`config.mk`:
```
export PLATFORM = sky130hd
export DESIGN_NAME = pps_ctrl
export DESIGN_NICKNAME = d
export VERILOG_FILES = /design/src/hw/pps_pkg.sv /design/src/hw/pps_ctrl.sv
export VERILOG_INCLUDE_DIRS = /design/src /design/src/hw
export SDC_FILE = /design/constraint.sdc
export NUM_CORES = 2
export LEC_CHECK = 0
export ABC_CLOCK_PERIOD_IN_PS = 6800
export BUFFER_PORTS_ARGS = -buffer_cell sky130_fd_sc_hd__buf_2
export CORE_MARGIN = 4
export CORE_UTILIZATION = 51
export DETAILED_ROUTE_END_ITERATION = 16
export PLACE_DENSITY_LB_ADDON = 0.2
export SYNTH_ARGS = -nofsm -noshare
export SYNTH_HDL_FRONTEND = slang
export SYNTH_SLANG_ARGS = --single-unit
```
`constraint.sdc`:
```
create_clock -name core_clk_i -period 6.8 [get_ports core_clk_i]
set_clock_uncertainty 0.15 [all_clocks]
set_input_delay 0.68 -clock core_clk_i [delete_from_list [all_inputs] [get_ports core_clk_i]]
set_output_delay 0.68 -clock core_clk_i [all_outputs]
set_load 0.02 [all_outputs]
```
`src/hw/pps_params.svh`:
```
`ifndef PPS_PARAMS_SVH
`define PPS_PARAMS_SVH

// ----------------------------------------------------------------
// parameter indices
// ----------------------------------------------------------------
`define PPS_IDX_MODE 16'h0080
`define PPS_IDX_SPEED 16'h00A1
`define PPS_IDX_LAGLIM 16'h00A3
`define PPS_IDX_WIN 16'h00A5
`define PPS_IDX_WINTIME 16'h00AF
`define PPS_IDX_CMD 16'h021C
`define PPS_IDX_TARGET 16'h022C
`define PPS_IDX_STATE 16'h029C
`define PPS_IDX_MODE_RB 16'h029E
`define PPS_IDX_DEMAND_ALT 16'h02B3
`define PPS_IDX_MEAS 16'h02B5
`define PPS_IDX_DEMAND 16'h02B9
`define PPS_IDX_LAGVAL 16'h02BB
`define PPS_IDX_MEAS_OBJ 16'h6063

// ----------------------------------------------------------------
// field positions and codes
// ----------------------------------------------------------------
`define PPS_MODE_PROFPOS 8'h01
`define PPS_CMD_NEWTGT 4
`define PPS_CMD_IMMED 5
`define PPS_CMD_REL 6
`define PPS_CMD_HALT 8
`define PPS_SW_REACHED 10
`define PPS_SW_ACK 12
`define PPS_SW_LAGERR 13

// ----------------------------------------------------------------
// reset values and timing
// ----------------------------------------------------------------
`define PPS_RST_MODE 8'h00
`define PPS_RST_CMD 16'h0000
`define PPS_RST_WORD 32'h0000_0000
`define PPS_RST_WINTIME 16'h0000
`define PPS_CLK_PERIOD_PS 4000
`define PPS_WINTIME_UNIT_PS 1000000000
`define PPS_MS_CYCLES (`PPS_WINTIME_UNIT_PS / `PPS_CLK_PERIOD_PS)

`endif

```
`src/hw/pps_pkg.sv`:
```
package pps_pkg;

    typedef enum logic [1:0]
    {
        PPS_IDLE = 2'b00,
        PPS_MOVE = 2'b01,
        PPS_SETTLE = 2'b10,
        PPS_STOP = 2'b11
    } pps_state_e;

    // one target value set
    typedef struct packed
    {
        logic signed [31:0] pos;
        logic [31:0] vel;
        logic [31:0] acc;
        logic [31:0] dec;
    } pps_set_s;

    // parameter access request
    typedef struct packed
    {
        logic wr;
        logic rd;
        logic [15:0] idx;
        logic [31:0] data;
    } pps_preq_s;

    // motion feedback from trajectory and encoder logic
    typedef struct packed
    {
        logic signed [31:0] act;
        logic signed [31:0] demand;
        logic traj_done;
        logic standstill;
        logic quick_stop;
        logic fault;
    } pps_fb_s;

endpackage

```
`src/hw/pps_ctrl.sv`:
```
// What this block does
// queued target starts on arrival, no stop
// lone target: report arrival, standstill first
// mode write activates mode; command word moves
// new-target rise starts move; queue otherwise
// immediate bit replaces current target at once
// bit 6 selects absolute or relative target
// halt bit stops ongoing movement
// position, speed, accel, decel captured together
// move ends only at standstill with cause; a mode change ends it at once
// status bit 10 shows target reached
// status bit 12 acknowledges accepted target
// status bit 13 shows following error
// reached after window held for window time
// report lag in pulses; flag over limit
// positions in pulses, speed in pulses/s
// host queues next target via handshake bits
// demand and actual positions readable
// controller effort clamped to absolute limit
// ack drops after host drops new-target
`timescale 1ns/1ps
`include "pps_params.svh"

module pps_ctrl
#(
    parameter int MS_CYCLES = `PPS_MS_CYCLES,
    parameter logic signed [31:0] EFFORT_LIMIT = 32'sh0000_7FFF
)
(
    input wire logic core_clk_i,
    input wire logic rst_n_i,
    input wire pps_pkg::pps_preq_s preq_i,
    output logic [31:0] rdata_o,
    input wire pps_pkg::pps_fb_s fb_i,
    input wire logic [31:0] accel_i,
    input wire logic [31:0] decel_i,
    input wire logic signed [31:0] effort_raw_i,
    output pps_pkg::pps_set_s set_o,
    output logic start_o,
    output logic halt_o,
    output logic stop_o,
    output logic signed [31:0] effort_o,
    output logic [15:0] state_word_o
);
    import pps_pkg::*;

    if (MS_CYCLES < 1 || MS_CYCLES > 32'h7FFF_FFFF)
    begin : g_bad_ms
        $error("MS_CYCLES out of range");
    end
    if (EFFORT_LIMIT <= 0)
    begin : g_bad_lim
        $error("EFFORT_LIMIT must be positive");
    end

    typedef struct packed
    {
        pps_state_e state;
        logic [7:0] mode;
        logic [15:0] cmd;
        logic nt_prev;
        logic signed [31:0] target;
        logic [31:0] speed;
        logic [31:0] laglim;
        logic [31:0] win;
        logic [15:0] wintime;
        pps_set_s set;
        pps_set_s pend;
        logic pend_v;
        logic start;
        logic ack;
        logic reached;
        logic lagerr;
        logic [31:0] lagval;
        logic [31:0] ms_cnt;
        logic [15:0] win_ms;
        logic [31:0] rdata;
        logic signed [31:0] effort;
    } pps_regs_s;

    pps_regs_s s_r;
    pps_regs_s s_nxt;

    function automatic logic [31:0] pps_abs(input logic signed [31:0] v);
        return v[31] ? 32'(-v) : 32'(v);
    endfunction

    // ----------------------------------------------------------------
    // decode
    // ----------------------------------------------------------------
    logic active;
    logic rise;
    logic moving;
    logic halt_req;
    logic stop_req;
    logic signed [31:0] lag;
    logic in_win;
    logic win_done;
    logic ms_tick;
    logic taken;
    pps_set_s cap;
    logic [15:0] sw;

    always_comb
    begin
        active = (s_r.mode == `PPS_MODE_PROFPOS);
        rise = active && s_r.cmd[`PPS_CMD_NEWTGT] && !s_r.nt_prev;
        moving = (s_r.state == PPS_MOVE) || (s_r.state == PPS_SETTLE);
        halt_req = active && s_r.cmd[`PPS_CMD_HALT];
        stop_req = halt_req || fb_i.quick_stop || fb_i.fault;
        lag = 32'(fb_i.demand - fb_i.act);
        in_win = pps_abs(32'(s_r.set.pos - fb_i.act)) <= s_r.win;
        win_done = in_win && fb_i.standstill && (s_r.win_ms >= s_r.wintime);
        ms_tick = (s_r.ms_cnt == 32'(MS_CYCLES - 1));
        // a rise is refused only while stopping, or with the queue full and the immediate bit clear
        taken = rise && (s_r.state != PPS_STOP) && !(moving
            && !s_r.cmd[`PPS_CMD_IMMED] && s_r.pend_v);
        // the whole value set is taken in one step
        cap.pos = s_r.cmd[`PPS_CMD_REL] ? 32'(fb_i.act + s_r.target)
            : s_r.target;
        cap.vel = s_r.speed;
        cap.acc = accel_i;
        cap.dec = decel_i;
        sw = 16'h0000;
        sw[`PPS_SW_REACHED] = s_r.reached;
        sw[`PPS_SW_ACK] = s_r.ack;
        sw[`PPS_SW_LAGERR] = s_r.lagerr;
    end

    // ----------------------------------------------------------------
    // next state
    // ----------------------------------------------------------------
    always_comb
    begin
        s_nxt = s_r;
        s_nxt.start = 1'b0;
        s_nxt.nt_prev = s_r.cmd[`PPS_CMD_NEWTGT];
        s_nxt.ms_cnt = ms_tick ? 32'h0000_0000 : 32'(s_r.ms_cnt + 1);
        s_nxt.lagval = lag;
        s_nxt.lagerr = pps_abs(lag) > s_r.laglim;
        s_nxt.effort = effort_raw_i > EFFORT_LIMIT ? EFFORT_LIMIT
            : effort_raw_i < -EFFORT_LIMIT ? 32'(-EFFORT_LIMIT)
            : effort_raw_i;

        // parameter writes take effect at once
        if (preq_i.wr)
        begin
            unique case (preq_i.idx)
                `PPS_IDX_MODE: s_nxt.mode = preq_i.data[7:0];
                `PPS_IDX_CMD: s_nxt.cmd = preq_i.data[15:0];
                `PPS_IDX_TARGET: s_nxt.target = preq_i.data;
                `PPS_IDX_SPEED: s_nxt.speed = preq_i.data;
                `PPS_IDX_LAGLIM: s_nxt.laglim = preq_i.data;
                `PPS_IDX_WIN: s_nxt.win = preq_i.data;
                `PPS_IDX_WINTIME: s_nxt.wintime = preq_i.data[15:0];
                default: s_nxt.mode = s_r.mode;
            endcase
        end

        s_nxt.rdata = 32'h0000_0000;
        if (preq_i.rd)
        begin
            unique case (preq_i.idx)
                `PPS_IDX_MODE: s_nxt.rdata = {24'h000000, s_r.mode};
                `PPS_IDX_MODE_RB: s_nxt.rdata = {24'h000000, s_r.mode};
                `PPS_IDX_CMD: s_nxt.rdata = {16'h0000, s_r.cmd};
                `PPS_IDX_TARGET: s_nxt.rdata = s_r.target;
                `PPS_IDX_SPEED: s_nxt.rdata = s_r.speed;
                `PPS_IDX_LAGLIM: s_nxt.rdata = s_r.laglim;
                `PPS_IDX_WIN: s_nxt.rdata = s_r.win;
                `PPS_IDX_WINTIME: s_nxt.rdata = {16'h0000, s_r.wintime};
                `PPS_IDX_STATE: s_nxt.rdata = {16'h0000, sw};
                `PPS_IDX_DEMAND_ALT: s_nxt.rdata = fb_i.demand;
                `PPS_IDX_DEMAND: s_nxt.rdata = fb_i.demand;
                `PPS_IDX_MEAS: s_nxt.rdata = fb_i.act;
                `PPS_IDX_MEAS_OBJ: s_nxt.rdata = fb_i.act;
                `PPS_IDX_LAGVAL: s_nxt.rdata = s_r.lagval;
                default: s_nxt.rdata = 32'h0000_0000;
            endcase
        end

        // ack falls once the host drops new-target and the queue is free
        if (!s_r.cmd[`PPS_CMD_NEWTGT] && !s_r.pend_v)
        begin
            s_nxt.ack = 1'b0;
        end

        // window timer runs only while settling inside the window
        if (s_r.state == PPS_SETTLE && in_win)
        begin
            if (ms_tick && s_r.win_ms != 16'hFFFF)
            begin
                s_nxt.win_ms = 16'(s_r.win_ms + 1);
            end
        end
        else
        begin
            s_nxt.win_ms = 16'h0000;
        end

        unique case (s_r.state)
            PPS_IDLE:
            begin
                if (taken)
                begin
                    s_nxt.set = cap;
                    s_nxt.start = 1'b1;
                    s_nxt.reached = 1'b0;
                    s_nxt.state = PPS_MOVE;
                end
            end
            PPS_MOVE:
            begin
                if (fb_i.traj_done && s_r.pend_v)
                begin
                    s_nxt.set = s_r.pend;
                    s_nxt.start = 1'b1;
                    s_nxt.pend_v = 1'b0;
                end
                else if (fb_i.traj_done)
                begin
                    s_nxt.state = PPS_SETTLE;
                end
            end
            PPS_SETTLE:
            begin
                if (win_done)
                begin
                    s_nxt.reached = 1'b1;
                    s_nxt.state = PPS_IDLE;
                    if (s_r.pend_v)
                    begin
                        s_nxt.set = s_r.pend;
                        s_nxt.start = 1'b1;
                        s_nxt.pend_v = 1'b0;
                        s_nxt.state = PPS_MOVE;
                    end
                end
            end
            PPS_STOP:
            begin
                if (fb_i.standstill)
                begin
                    s_nxt.reached = in_win;
                    s_nxt.state = PPS_IDLE;
                end
            end
        endcase

        if (moving && taken)
        begin
            if (s_r.cmd[`PPS_CMD_IMMED])
            begin
                s_nxt.set = cap;
                s_nxt.start = 1'b1;
                s_nxt.pend_v = 1'b0;
                s_nxt.reached = 1'b0;
                s_nxt.state = PPS_MOVE;
            end
            else
            begin
                s_nxt.pend = cap;
                s_nxt.pend_v = 1'b1;
            end
        end
        if (taken)
        begin
            s_nxt.ack = 1'b1;
        end

        if (moving && stop_req)
        begin
            s_nxt.state = PPS_STOP;
            s_nxt.pend_v = 1'b0;
            s_nxt.start = 1'b0;
        end
        if (!active)
        begin
            s_nxt.state = PPS_IDLE;
            s_nxt.pend_v = 1'b0;
            s_nxt.start = 1'b0;
        end
    end

    always_ff @(posedge core_clk_i or negedge rst_n_i)
    begin
        if (!rst_n_i)
        begin
            s_r <= '0;
            s_r.mode <= `PPS_RST_MODE;
            s_r.cmd <= `PPS_RST_CMD;
            s_r.wintime <= `PPS_RST_WINTIME;
            s_r.laglim <= `PPS_RST_WORD;
            s_r.state <= PPS_IDLE;
        end
        else
        begin
            s_r <= s_nxt;
        end
    end

    // ----------------------------------------------------------------
    // outputs
    // ----------------------------------------------------------------
    assign rdata_o = s_r.rdata;
    assign set_o = s_r.set;
    assign start_o = s_r.start;
    assign halt_o = halt_req;
    assign stop_o = s_r.state == PPS_STOP;
    assign effort_o = s_r.effort;
    assign state_word_o = sw;
endmodule

```
Word level (Yosys, flattened, before mapping):

Index checks and enable logic that the tools add are counted.

* register bits after elaboration: 576
* word-level logic and storage cells: 148
* output and inout bits: 211

* add/subtract/negate cells: 7
* reduce and logical (&&, ||, !) cells: 37
* bitwise operators: 1
* mux-type cells: 46
* equal/unequal tests: 25
* $lt $le $gt $ge: 5

Operators with widths (number)
* 2-to-1 mux 128 bit: 6
* one-hot mux 128 bit (3 select lines): 1
* one-hot mux 32 bit (11 select lines): 1
* 2-to-1 mux 258 bit: 1
* 2-to-1 mux 32 bit: 7
* == test 16 x 10 -> 1 bit (second input constant): 8
* == test 16 x 8 -> 1 bit (second input constant): 5
* negation 32 bit: 2
* subtractor 32 bit: 2
* adder 32 x 1 -> 32 bit (second input constant): 1
* adder 32 bit: 1
* == test 32 x 18 -> 1 bit (second input constant): 1
* > comparator 32 x 16 -> 1 bit (second input constant): 1
* > comparator 32 bit: 1
* less-or-equal comparator 32 bit: 1
* less-than comparator 32 x 16 -> 1 bit (second input constant): 1
* 2-to-1 mux 16 bit: 2
* 2-to-1 mux 2 bit: 13
* adder 16 x 1 -> 16 bit (second input constant): 1
* == test 16 x 15 -> 1 bit (second input constant): 1
* >= comparator 16 bit: 1
* != test 16 bit (second input constant): 1
* AND reduction 2 bit: 8
* logical AND 1 bit: 15
* other kinds (19): 39

Logic depth before layout (Yosys ltp):

* word-level depth: 12
* depth in mapped cells: 28
* depth with buffers taken out: 25

Worst setup path before layout:

OpenSTA, ideal clock, no wires.

* kind: in2reg
* start point: in fb_i[51] (netlist name)
* end point: reg s_r (netlist bit set_o[107])
* setup time: 0.138 ns
* data required time: 6.512 ns
* data arrival time: 6.446 ns
* slack: 0.065 ns
* stages on the path: 24
* cell sequence: inv_1 > ha_1 > a21oi_1 > o21ai_0 > a2111oi_0 > a21bo_2 > a311oi_1 > mux2_2 > or4_1 > nor3_1 > a21boi_1 > xor2_1 > ha_1 > nand4_1 > or4_1 > a21oi_1 > inv_1 > o221a_2 > nand3_1 > buf_2 > buf_2 > clkbuf_1 > mux2i_1 > o21ai_0

RTL lines
* start, declared: line pps_ctrl.sv:34 `input wire pps_pkg::pps_fb_s fb_i,`
* end signal, assigned: line pps_ctrl.sv:298 `s_r <= s_nxt;`
* end, declared: line pps_ctrl.sv:81 `pps_regs_s s_r;`

==> metrics.yaml <==
critical_path:
  critPathCaptureType: "flop"
  worst-setup-path-type: "reg -> reg"
  cp_data_arrival_time_ns: 6.88
  rr_startpoint: "set_o[96]"
  r2r-end: "set_o[30]"
  worstPathRequired_ns: 7.10
  regToRegSetupSlack_ns: 0.22
  worstSetupStartpointType: "flop"
  crit_family: "simple AND/OR/NAND/NOR gates"
  slowest_delay_ns: 0.54
  worst_path_max_delay_cell: "or4_1"
  reg2regPathDepth: 26
  cp_max_fo: 29
  path_buf_inv: 6
synth:
  synth_edf_count: 0
  ys_async_sr_fraction: 1.00
  synth_warnings: 0
  synthCells: 3941
  dominantRegCellSynth: "dfrtp_1"
  syn_area_per_cell_um2: 9.34
  ys_types: 100
  ys_seq_elements: 576
  synthesis.area_um2: 36800
  synth-seq-area-share: 0.391
layout:
  fin_area_um2: 41500
  mostFrequentLayoutCell: "dfrtp_1"
  area_growth_pct: 12.7
  layout_common_cells: "dfrtp_1 (573), nand2_1 (554), buf_2 (412)"
  final_layout_size_suffix_gt1_frac: 0.222
  nets: 4571
route:
  first_iter_violations: 4078
  totalWireLength_mm: 122
  via_per_inst: 6.20
  drtPass1Iterations: 10
  postRouteAntennaNets: 0
  vias: 32164
  drcViolationCount: 0
  wire_per_inst_um: 23.5
run:
  drv_cap: 0
worst_hold_path:
  min_path_type: "in -> async"
floorplan:
  die-area_um2: 76600
  io_pins: 427
  core_um2: 71500
  die_w_um: 277
  initial_utilization: 0.515
  die_h_um: 277
  row_count: 98
grt:
  grt_max_degree: 144
  grt_pass1_vias: 30661
  antenna_found_initial: 21
  overflow: 0
  grt_first_pass_wirelength_mm: 185
  track_usage: 0.305
clock_tree:
  cts_sinks: 576
  cts_buffers: 68
  cts_tree: "yes"
  cts.clk_slew.worst_paths_ns: 0.06
  clk_path_buf_depth: 3
  cts_max_level: 3
  insertion_delay_ns: 0.62
  postCtsHoldBufs: 0
  root_buffer: "clkbuf_16"
timing:
  finalHoldViolations: 4
  worst_pin_slew_ns: 1.07
  setup_tns_ns: 0
  max_clock_freq_mhz: 152
  hold_slack_ns: -0.00664
  period_share: 0.968
  maxSlewViolCount: 0
  finalSetupViolCount: 0
  max_slew_margin: 0.281
  min_period_ns: 6.58
pwr:
  powerDensity_nw_per_um2: 208
  power_leakage_uw: 0.0202
  irDropWorstVdd_mv: 0.252
placed_design:
  post_dp_cell_area_um2: 39100
  dp_hpwl_mm: 88.0
  gp_congestion: 1.02
  portBuffers: 413
run_status:
  violations: "negative hold slack"
  outcome: "finished with violations"
## synth_stat cells (all sizes together) (122+ instances only)
cell	count	area share
ha	182	0.062
a21oi	157	0.022
mux2	198	0.061
nand2	557	0.057
buf	240	0.046
a222oi	122	0.033
o21ai	272	0.037
clkbuf	175	0.018
dfrtp	576	0.39
nor2	184	0.019
mux2i	127	0.035
inv	174	0.018
## area by class of cell
cell class / count / area [um^2]
Antenna cell: 14 / 35.0
Clock buffer: 97 / 1960
Clock inverter: 28 / 317
Fill cell: 6285 / 30000
Inverter: 175 / 657
Multi-Input combinational cell: 2788 / 19600
Sequential cell: 576 / 14400
Tap cell: 950 / 1190
Timing Repair Buffer: 561 / 3300
## where the power goes
group	total [uW]	internal (uW)	switching (uW)
combinational	1380	557	823
sequential	3510	3490	23.8
clock	3730	2160	1570
total	8620	6200	2420
## state kept, by name, indices dropped and copies added, names as in the netlist
signal and flops:
effort_o 32, s_nxt 1, cap 32, s_r 347, rdata_o 32, set_o 128, start_o 1, state_word_o 3
## routing by layer
metal,up-vias,part of all wire,track usage,wire length [um]
met5,-,0.00098,0,120
met3,263,0.099,0.0713,12100
li1,14604,-,-,-
met1,15765,0.41,0.416,49500
met4,12,0.042,0.126,5110
met2,1520,0.45,0.471,54900
## stage by stage
stage	instances	hold WS (ns)	util	total power, uW	setup WS [ns]
2_1_floorplan	3953	0.234	-	4450	0.0655
3_3_place_gp	5048	0.298	0.547	4900	0.000887
3_5_place_dp	5048	0.304	0.547	4920	-0.117
4_1_cts	5173	0.000302	0.579	8660	0.120
5_1_grt	5186	0.0612	0.580	8980	-0.00563
6_report	5189	-0.00664	0.580	8620	0.220
## repair_timing
action / 4_1_cts / 5_1_grt
setup endpoints to repair: 0 / 127
gates resized for setup: 0 / 17
buffers inserted: 0 / 1
## cell families after synthesis
family | after synthesis | synth area share
and+or+nand+nor | 1094 | 0.137
AOI/OAI and AO/OA | 1000 | 0.190
buffers and inverters | 590 | 0.0819
DFF | 576 | 0.391
muxes | 325 | 0.0952
adders and majority gates | 185 | 0.0635
xor gates and xnor gates | 170 | 0.0404
other | 1 | 0.000102
## worst register-to-register path, delay by kind of cell (launching register included)
kind | cells | cell delay (ns)
flops | 1 | 0.43
compound gates | 8 | 1.72
buf+inv | 6 | 0.95
simple gates | 6 | 1.80
fa+ha+maj | 3 | 0.90
mux | 1 | 0.27
xor+xnor | 2 | 0.22
## worst max-delay path by stage
stage,start,to,slack (ns),cells past startpoint
4_1_cts,set_o[96],set_o[121],0.12,24
3_3_place_gp,fb_i[43],set_o[121],0.0009,24
3_5_place_dp,fb_i[43],set_o[51],-0.12,25
5_1_grt,set_o[96],set_o[121],-0.006,25
2_1_floorplan,fb_i[51],set_o[107],0.07,24
6_report,set_o[96],set_o[30],0.22,26
No activity file was read; power rests on OpenSTA's default activity.
